File: config.mk
export PLATFORM = sky130hd
export DESIGN_NAME = dual_slope_adc_control
export DESIGN_NICKNAME = d
export VERILOG_FILES = /design/src/adc_ctl_pkg.sv /design/src/dual_slope_adc_control.sv
export SDC_FILE = /design/constraint.sdc
export NUM_CORES = 1
export LEC_CHECK = 0
export ABC_AREA = 1
export BUFFER_PORTS_ARGS = -buffer_cell sky130_fd_sc_hd__buf_2
export CAP_MARGIN = 0
export CORE_MARGIN = 1.5
export CORE_UTILIZATION = 49
export CTS_BUF_LIST = sky130_fd_sc_hd__clkbuf_2
export DETAILED_ROUTE_END_ITERATION = 7
export GPL_ROUTABILITY_DRIVEN = 1
export HOLD_SLACK_MARGIN = 0.05
export PLACE_DENSITY = 0.82
export SETUP_SLACK_MARGIN = 0.05
export SLEW_MARGIN = 20
export SYNTH_ARGS = -nofsm -noshare
export SYNTH_HDL_FRONTEND = slang
export SYNTH_SLANG_ARGS = --single-unit
export TNS_END_PERCENT = 1
File: constraint.sdc
create_clock -name hclk -period 1.7 [get_ports hclk]
set_input_delay 0.085 -clock hclk [delete_from_list [all_inputs] [get_ports hclk]]
set_output_delay 0.085 -clock hclk [all_outputs]
set_load 0.01 [all_outputs]
File: src/adc_ctl_pkg.sv
// package for the dual slope converter control block
// assumes an ahb-lite slave with 32-bit data and one clock
package adc_ctl_pkg;
  localparam logic [7:0] CTRL_OFS = 8'h18;
  localparam logic [7:0] DIV_OFS = 8'h1A;
  // register indices; the byte address is four times the index
  localparam logic [7:0] CTRL_ADDR = {CTRL_OFS[5:0], 2'b00};
  localparam logic [7:0] DIV_ADDR = {DIV_OFS[5:0], 2'b00};
  localparam logic [7:0] IRQ_STATUS_OFS = 8'h20;
  localparam logic [7:0] IRQ_MASK_OFS = 8'h24;
  localparam logic [7:0] AUX_OFS = 8'h28;
  localparam logic [7:0] CTRL_RESET = 8'h00;
  localparam logic [7:0] DIV_RESET = 8'h00;
  localparam logic [7:0] CTRL_WMASK = 8'h77;
  localparam logic [7:0] DIV_WMASK = 8'h9F;
  localparam int POWER_BIT = 0;
  localparam int PHASE_LSB = 1;
  localparam int CMP_BIT = 3;
  localparam int MODE_LSB = 4;
  localparam int CHOP_EN_BIT = 6;
  localparam int DIVN_LSB = 0;
  localparam int INSEL_BIT = 3;
  localparam int REFSEL_BIT = 4;
  localparam int GAIN_BIT = 7;
  localparam int PRESCALE = 32;
  localparam logic [1:0] PHASE_CHARGE = 2'b01;
  localparam logic [1:0] PHASE_DISCHARGE = 2'b10;
  localparam logic [1:0] MODE_RISE = 2'b01;
  localparam logic [1:0] MODE_FALL = 2'b10;
  localparam logic [1:0] MODE_BOTH = 2'b11;
  localparam logic [1:0] HTRANS_NONSEQ = 2'b10;
  typedef struct packed {
    logic analog_power_on;
    logic integrate_from_buffer;
    logic integrate_from_reference;
    logic chopper_clock;
    logic amp_input_select;
    logic reference_ratio_select;
    logic amp_gain_select;
  } analog_ctl_t;
endpackage

File: src/dual_slope_adc_control.sv
// dual slope converter control: two 8-bit registers plus interrupt registers on ahb-lite
// assumes the analog integrator and comparator sit outside and comparator_in is synchronous
// Overview of operation
// - comparator output falls when capacitor node drops below one sixth reference
// - control bit 0 powers converter and amplifier when set
// - phase field 01 integrates buffer, 10 integrates reference, others reserved
// - control bit 3 reads comparator, read only, writes ignored
// - during discharge the comparator status bit falls below comparator reference
// - mode field: 00 none, 01 rising, 10 falling, 11 both edges
// - control bit 6 gates chopper clock at divider rate
// - unimplemented bits read zero: control bit 7, divider bits 5 and 6
// - chopper clock is system clock over 32 then over two to n
// - divider bit 3 selects alternate sensor input instead of chopper input
// - divider bit 4 selects 4.4/6 instead of 4/6 integrator reference
// - divider bit 7 selects amplifier gain four instead of two
// - regulator off disables converter and amplifier regardless of power bit
`default_nettype none
module dual_slope_adc_control #(
  parameter int DIVN_WIDTH = 3
) (
  input wire logic hclk,
  input wire logic hresetn,
  input wire logic hsel,
  input wire logic [31:0] haddr,
  input wire logic [1:0] htrans,
  input wire logic hwrite,
  input wire logic [2:0] hsize,
  input wire logic [31:0] hwdata,
  input wire logic hready,
  output logic [31:0] hrdata,
  output logic hreadyout,
  output logic hresp,
  input wire logic comparator_in,
  input wire logic regulator_module_on,
  output adc_ctl_pkg::analog_ctl_t analog_ctl,
  output logic irq
);
  import adc_ctl_pkg::*;

  localparam int DIV_MAX_BITS = $clog2(PRESCALE) + (1 << DIVN_WIDTH) - 1;

  logic [7:0] converter_control;
  logic [7:0] chopper_divider_and_input_select;
  logic irq_status;
  logic irq_mask;
  logic comparator_out;
  logic cmp_prev;
  logic [DIV_MAX_BITS-1:0] chop_count;
  logic chopper_clock;
  logic wr_pend;
  logic [7:0] wr_addr;

  // address phase capture
  wire addr_valid = hsel & hready & (htrans == HTRANS_NONSEQ);
  wire rd_now = addr_valid & ~hwrite;
  wire [7:0] word_addr = {haddr[7:2], 2'b00};
  wire wr_ctrl = wr_pend & (wr_addr == CTRL_ADDR);
  wire wr_div = wr_pend & (wr_addr == DIV_ADDR);
  wire wr_status = wr_pend & (wr_addr == IRQ_STATUS_OFS);
  wire wr_mask = wr_pend & (wr_addr == IRQ_MASK_OFS);

  // control fields
  wire power_bit = converter_control[POWER_BIT];
  wire [1:0] phase = converter_control[PHASE_LSB +: 2];
  wire [1:0] irq_mode = converter_control[MODE_LSB +: 2];
  wire chop_en = converter_control[CHOP_EN_BIT];
  wire [DIVN_WIDTH-1:0] divn = chopper_divider_and_input_select[DIVN_LSB +: DIVN_WIDTH];
  wire converter_on = power_bit & regulator_module_on;

  // edge detection on comparator status
  wire rise = comparator_out & ~cmp_prev;
  wire fall = ~comparator_out & cmp_prev;
  wire edge_hit = converter_on & (((irq_mode == MODE_RISE) & rise) |
    ((irq_mode == MODE_FALL) & fall) | ((irq_mode == MODE_BOTH) & (rise | fall)));

  // chopper divider: toggle every 16 << n cycles gives clk/32/2^n
  wire [DIV_MAX_BITS-1:0] half_period =
    DIV_MAX_BITS'((PRESCALE / 2) << divn);
  wire chop_tick = (chop_count == half_period - DIV_MAX_BITS'(1));

  // read mux: unmapped addresses and reserved bits read zero
  wire [7:0] ctrl_view = {1'b0, converter_control[6:4], comparator_out,
    converter_control[2:0]};
  wire [7:0] div_view = chopper_divider_and_input_select & DIV_WMASK;
  wire [31:0] next_hrdata =
    (word_addr == CTRL_ADDR) ? {24'h000000, ctrl_view} :
    (word_addr == DIV_ADDR) ? {24'h000000, div_view} :
    (word_addr == IRQ_STATUS_OFS) ? {31'h00000000, irq_status} :
    (word_addr == IRQ_MASK_OFS) ? {31'h00000000, irq_mask} :
    (word_addr == AUX_OFS) ? {31'h00000000, regulator_module_on} : 32'h00000000;

  // analog outputs
  analog_ctl_t next_analog_ctl;
  always_comb begin
    next_analog_ctl.analog_power_on = converter_on;
    next_analog_ctl.integrate_from_buffer = converter_on & (phase == PHASE_CHARGE);
    next_analog_ctl.integrate_from_reference = converter_on & (phase == PHASE_DISCHARGE);
    next_analog_ctl.chopper_clock = chopper_clock;
    next_analog_ctl.amp_input_select = chopper_divider_and_input_select[INSEL_BIT];
    next_analog_ctl.reference_ratio_select = chopper_divider_and_input_select[REFSEL_BIT];
    next_analog_ctl.amp_gain_select = chopper_divider_and_input_select[GAIN_BIT];
  end

  // bus data phase
  always_ff @(posedge hclk or negedge hresetn) begin
    if (!hresetn) begin
      wr_pend <= 1'b0;
      wr_addr <= 8'h00;
      hrdata <= 32'h00000000;
    end else begin
      wr_pend <= addr_valid & hwrite;
      wr_addr <= word_addr;
      if (rd_now) begin
        hrdata <= next_hrdata;
      end
    end
  end

  always_ff @(posedge hclk or negedge hresetn) begin
    if (!hresetn) begin
      hreadyout <= 1'b1;
      hresp <= 1'b0;
    end else begin
      hreadyout <= 1'b1;
      hresp <= 1'b0;
    end
  end

  // register writes; reserved and read-only bits masked
  always_ff @(posedge hclk or negedge hresetn) begin
    if (!hresetn) begin
      converter_control <= CTRL_RESET;
      chopper_divider_and_input_select <= DIV_RESET;
      irq_mask <= 1'b0;
    end else begin
      if (wr_ctrl) begin
        converter_control <= hwdata[7:0] & CTRL_WMASK;
      end
      if (wr_div) begin
        chopper_divider_and_input_select <= hwdata[7:0] & DIV_WMASK;
      end
      if (wr_mask) begin
        irq_mask <= hwdata[0];
      end
    end
  end

  // comparator status follows the analog comparator; falls at one sixth reference
  always_ff @(posedge hclk or negedge hresetn) begin
    if (!hresetn) begin
      comparator_out <= 1'b0;
      cmp_prev <= 1'b0;
    end else begin
      comparator_out <= converter_on & comparator_in;
      cmp_prev <= comparator_out;
    end
  end

  // sticky edge flag, set beats write-one clear
  always_ff @(posedge hclk or negedge hresetn) begin
    if (!hresetn) begin
      irq_status <= 1'b0;
    end else if (edge_hit) begin
      irq_status <= 1'b1;
    end else if (wr_status & hwdata[0]) begin
      irq_status <= 1'b0;
    end
  end

  // chopper clock divider, stopped when gated off
  always_ff @(posedge hclk or negedge hresetn) begin
    if (!hresetn) begin
      chop_count <= '0;
      chopper_clock <= 1'b0;
    end else if (!(chop_en & converter_on)) begin
      chop_count <= '0;
      chopper_clock <= 1'b0;
    end else if (wr_div) begin
      chop_count <= '0;
    end else if (chop_tick) begin
      chop_count <= '0;
      chopper_clock <= ~chopper_clock;
    end else begin
      chop_count <= chop_count + DIV_MAX_BITS'(1);
    end
  end

  always_ff @(posedge hclk or negedge hresetn) begin
    if (!hresetn) begin
      analog_ctl <= '0;
      irq <= 1'b0;
    end else begin
      analog_ctl <= next_analog_ctl;
      irq <= irq_status & irq_mask;
    end
  end
endmodule // dual_slope_adc_control
`default_nettype wire

**Word-level counts from Yosys, hierarchy flattened**

Cells that the tools add are included.

- Magnitude comparators: 0
- Divide/modulo/power cells: 0
- Add/sub/neg operators: 2
- Mux-type cells: 13
- Bitwise operators: 28
- Shifts and indexed selects: 1
- Eq/ne operators: 18
- Reduce and logical (&&, ||, !) cells: 2
- $mul: 0

Operators by type and width:

| cell | count |
|---|---|
| two-way mux 12 bit | 3 |
| equality test 6 x 4 -> 1 bit, second input constant | 5 |
| equality test 6 x 5 -> 1 bit, second input constant | 4 |
| AND 1 bit | 21 |
| two-way mux 8 bit | 2 |
| adder 12 x 1 -> 12 bit, second input constant | 1 |
| equality test 12 bit | 1 |
| << shifter 5 x 3 -> 12 bit, first input constant | 1 |
| subtractor 12 x 1 -> 12 bit, second input constant | 1 |
| equality test 2 bit, second input constant | 4 |
| two-way mux 1 bit | 8 |
| equality test 2 x 1 -> 1 bit, second input constant | 2 |
| != test 2 bit, second input constant | 2 |
| NOT 1 bit | 4 |
| bitwise OR 1 bit | 3 |
| AND reduction 2 bit | 1 |
| nonzero test 2 bit | 1 |

- Input port bits: 76
- ROM bits: 0
- Latch bits: 0
- Memories: 0
- RAM bits: 0
- Word-level logic and storage cells: 83
- Output and inout bits: 42
- Register bits after elaboration: 76

**Longest topological paths before layout**

- Depth in word-level cells: 7
- Depth in mapped cells: 12
- Depth with buffers taken out: 11

**Worst setup path after synthesis**

OpenSTA, ideal clock, no wires.

- Kind: register to register
- From: register chop_count[0]
- To: register chopper_clock
- Path slack: 0.422 ns
- Required time: 1.584 ns
- Arrival: 1.162 ns
- Setup time: 0.116 ns
- Buffers on the path: 0
- Period minus slack after synthesis: 1.278 ns
- Stages on the path, launching flop included: 11
- Cell sequence: dfrtp_1 > ha_1 > nand3_1 > nor2_2 > nand2_1 > nor2_2 > nand3_2 > nand2_2 > nand2_1 > nand2_1 > nand2_1

- Word-level cells in the longest chain between the ends: 3

Ends and longest elaborated chain:

| what | line | text |
|---|---|---|
| start: declaration | dual_slope_adc_control.sv:48 | `logic [DIV_MAX_BITS-1:0] chop_count;` |
| start signal: assignment | dual_slope_adc_control.sv:184 | `chop_count <= chop_count + DIV_MAX_BITS'(1);` |
| equality test 12 bit | dual_slope_adc_control.sv:79 | `wire chop_tick = (chop_count == half_period - DIV_MAX_BITS'(1));` |
| != test 2 bit (no source line) | n/a |  |
| AND reduction 2 bit (no source line) | n/a |  |
| end signal: assignment | dual_slope_adc_control.sv:182 | `chopper_clock <= ~chopper_clock;` |
| end: declaration | dual_slope_adc_control.sv:49 | `logic chopper_clock;` |

Every way passes these cells.
A chain may end at the register's enable or synchronous reset.

**Worst setup path in the final report**

- From: register wr_addr[4]
- To: register chop_count[0]

- Word-level cells in the longest chain between the ends: 4

Ends and longest elaborated chain:

| what | line | text |
|---|---|---|
| start: declaration | dual_slope_adc_control.sv:51 | `logic [7:0] wr_addr;` |
| start signal: assignment | dual_slope_adc_control.sv:112 | `wr_addr <= word_addr;` |
| equality test 6 x 5 -> 1 bit | dual_slope_adc_control.sv:58 | `wire wr_div = wr_pend & (wr_addr == DIV_ADDR);` |
| AND 1 bit | dual_slope_adc_control.sv:58 |  |
| two-way mux 12 bit | dual_slope_adc_control.sv:178 | `end else if (wr_div) begin` |
| two-way mux 12 bit | dual_slope_adc_control.sv:175 | `end else if (!(chop_en & converter_on)) begin` |

Every way passes these cells.

==> reports/metrics.csv <==
stage,metric,value,unit
finish,layout cell share with drive strength beyond 1,0.207,
finish,post-layout util,0.604,
setup_path,"Slowest-stage cell, CP",dfrtp_1,
clock_tree,Bufs on Longest Clock Path,2,
die,core area,5140,um2
flow_run,MaxCap Viol Count,0,
place,RD Place Congestion,0.917,
status,status,"complete, no violations",
synth,Mapped Cells,300,
finish,Area growth syn-to-layout,18.5,%
clock_tree,Worst-path clk slew,260,ps
timing,Fin. Hold Viols,0,
detailed_routing,vias per cell,4.81,
synth,compound-gate portion of the synthesized area,0.0583,
detailed_routing,wire per inst,12.5,um
timing,Final setup viols,0,
setup_path,family with the most delay on the worst path,simple AND/OR/NAND/NOR gates,
synth,Mapped Area,2620,um2
global_route,first-pass GRT wire length,9470,um
finish,design area,3100,um2
clock_tree,root buf cell,clkbuf_2,
synth,Post-synth EDFFs,0,
synth,largest area contributor in the netlist,dfrtp_1,
die,I/O pin cnt,118,
setup_path,critical-path cell list,"nor2_2, nand2_1, nor3_2, inv_1, nand3_2, nor2_1",
synth,mux cell area share after synthesis,0.00813,
setup_path,largest stage delay on the critical path,440,ps
clock_tree,TritonCTS buffer count,5,
clock_tree,TritonCTS clock tree,yes,
detailed_routing,first drt pass iteration count,4,
synth,Synth top area share,0.497,
power_and_ir_drop,Clock Power Share,0.295,
timing,RSZ-0062 raised after global routing,false,
timing,post-route minimum period,1500,ps
power_and_ir_drop,total power,2.21,mW
synth,Synth async-reset ratio,1.00,
detailed_routing,1st-iter DRT viols,123,
clock_tree,CTS Sinks,52,
detailed_routing,DRT met1 WL,2360,um
die,Die Span Y,76.1,um
power_and_ir_drop,Leak,1.58,nW
detailed_routing,WL met3,287,um
synth,xor/xnor share of the synthesized area,0.0134,
setup_path,Setup CP Type,register to register,
synth,Netlist cell types,36,
synth,Yosys reg bits,52,
global_route,GR Overflow Total,0,
setup_path,kind of end point of the critical path,register,
power_and_ir_drop,Net Sw Frac,0.262,
power_and_ir_drop,maximum vdd drop,0.000488,V
place,PortBufs,38,
detailed_routing,DRT antenna net count,0,
timing,max-slew violations,0,
die,Initial Util,0.509,
synth,simple-gate share of the synthesized area,0.257,
timing,Highest Clock Rate,668,MHz
setup_path,CP Max Fanout,9,
synth,synth top area cells,"dfrtp_1 50%, nand2_1 8.2%, buf_4 7.5%",
die,DIE AREA,5790,um2
global_route,largest net degree at the start of global routing,24,
power_and_ir_drop,PD cells,712,nW/um2
place,placed cell area,2820,um2
synth,syn avg cell area,8.73,um2
synth,largest family of logic cells by synthesized area,simple AND/OR/NAND/NOR gates,
min_path,HP Class,primary input to register,
detailed_routing,Via Count,2105,
synth,sequential-to-total area share from yosys stat,0.497,
setup_path,worst path arrival time,1850,ps
power_and_ir_drop,P_sw,0.578,mW
timing,period utilization,0.881,
clock_tree,clk_lat worst skew,440,ps
timing,Setup TNS Final,0,ps
setup_path,worst path required time,2050,ps
synth,Post-synth top flop,dfrtp_1,
setup_path,WP buf/inv,1,
power_and_ir_drop,combinational share of power,0.113,
synth,Post-Synth Adder-Cell Area,0.0143,
setup_path,CP Launch Type,register,
timing,Worst Skew,16.1,ps
place,Post-DP HPWL,3950,um
finish,Final nets,446,
synth,synth warn,0,
detailed_routing,DR WL met2,2720,um
timing,hold slack,62.9,ps
clock_tree,maximum level of the CTS H-tree,2,
detailed_routing,DR top layer,met4,
power_and_ir_drop,Int Pwr,1.63,mW
detailed_routing,Detailed Route WL,5490,um
detailed_routing,total DRC errors in the routed layout,0,
global_route,vias in the first global route,2122,
finish,Antenna diodes,0,
global_route,initial antenna violation count,0,
global_route,Tot GR Track Use,0.205,
die,num rows,26,
power_and_ir_drop,sequential power share,0.592,
die,die width,76.1,um
flip-flops by register name (all words and copies together), names as in the netlist, 6 cells and up:
| signal | cells |
|---|---|
| analog_ctl | 7 |
| chop_count | 12 |
| chopper_divider_and_input_select | 6 |
| converter_control | 6 |
| hrdata | 8 |
| wr_addr | 6 |
metrics by stage:
stage,setup slack [ps],cells
floorplan,422,324
global placement,271,409
detailed placement,196,409
CTS,130,438
global route,59.2,438
finish,203,438
layout by cell type, fill, tap and decap left out, types with 15 or more instances in the layout:
| master | instances |
|---|---|
| nor2_1 | 23 |
| nand2_1 | 57 |
| dlygate4sd3_1 | 21 |
| o21ai_0 | 15 |
| inv_1 | 40 |
| nand3_1 | 24 |
| dfrtp_1 | 51 |
| conb_1 | 26 |
| buf_2 | 38 |
power by group through the flow:
stage | Combinational [mW] | Clock, mW | Sequential [mW]
finish | 0.249 | 0.651 | 1.31
global placement | 0.204 | 0 | 1.33
floorplan | 0.149 | 0 | 1.33
global route | 0.279 | 0.703 | 1.31
CTS | 0.248 | 0.658 | 1.31
detailed placement | 0.211 | 0 | 1.33
synth_stat cells, types with 2 or more instances:
library cell,count
nand2_1,57
dfrtp_1,52
inv_1,40
buf_4,26
nand3_1,24
nor2_1,23
o21ai_0,15
nor2_2,6
nor3_1,6
nand4_1,5
a21oi_1,4
o211ai_1,4
ha_1,3
nand2_2,3
nand3_2,3
nor3_2,3
xor2_1,3
buf_6,2
conb_1,2
nor2_4,2
o21ai_1,2
tightest hold or removal path, stage by stage:
cell and delay, ps:
buf_2 90, nand4_1 100, nor2_2 80, nand2_1 50, o21ai_0 80
layer usage:
layer | vias up | track usage
met1 | 986 | 0.256
met4 | 0 | 0.0889
li1 | 1029 | -
met3 | 12 | 0.0407
met5 | - | 0
met2 | 78 | 0.348
what timing repair did:
item                       CTS  global route
hold endpoints to repair    78             0
gates resized for setup      0             1
setup endpoints to repair    0            10
setup buffers                0             0
hold buffers                21             0
worst paths after layout:
| path | start | endpoint | slack [ps] | cells after the start |
|---|---|---|---|---|
| min in group asynchronous | hresetn | analog_ctl[6]$_DFF_PN0_ | 90 | 2 |
| hold / removal | hready | hrdata[5]$_DFFE_PN0P_ | 60 | 5 |
| hold reg to reg | chopper_divider_and_input_select[7]$_DFFE_PN0P_ | analog_ctl[0]$_DFF_PN0_ | 420 | 0 |
| setup reg to reg | wr_addr[4]$_DFF_PN0_ | chop_count[0]$_DFF_PN0_ | 200 | 6 |
| max in group asynchronous | hresetn | chop_count[1]$_DFF_PN0_ | 1100 | 3 |
| setup / recovery | wr_addr[4]$_DFF_PN0_ | chop_count[0]$_DFF_PN0_ | 200 | 6 |
layout make-up:
class	instances	area, um2
clock buffer	5	25.0
clock inverter	3	42.5
fill	439	2040
inverter	42	163
multi-input combinational	200	1020
sequential	52	1300
tap	70	87.6
timing repair buffer	66	465
kinds of logic after synthesis:
group / after synthesis
compound gates: 27
flops: 52
xor+xnor: 4
other cells: 2
buf+inv: 72
simple gates: 138
mux: 2
fa+ha+maj: 3
Note: power is estimated with default switching activity, not from simulation.
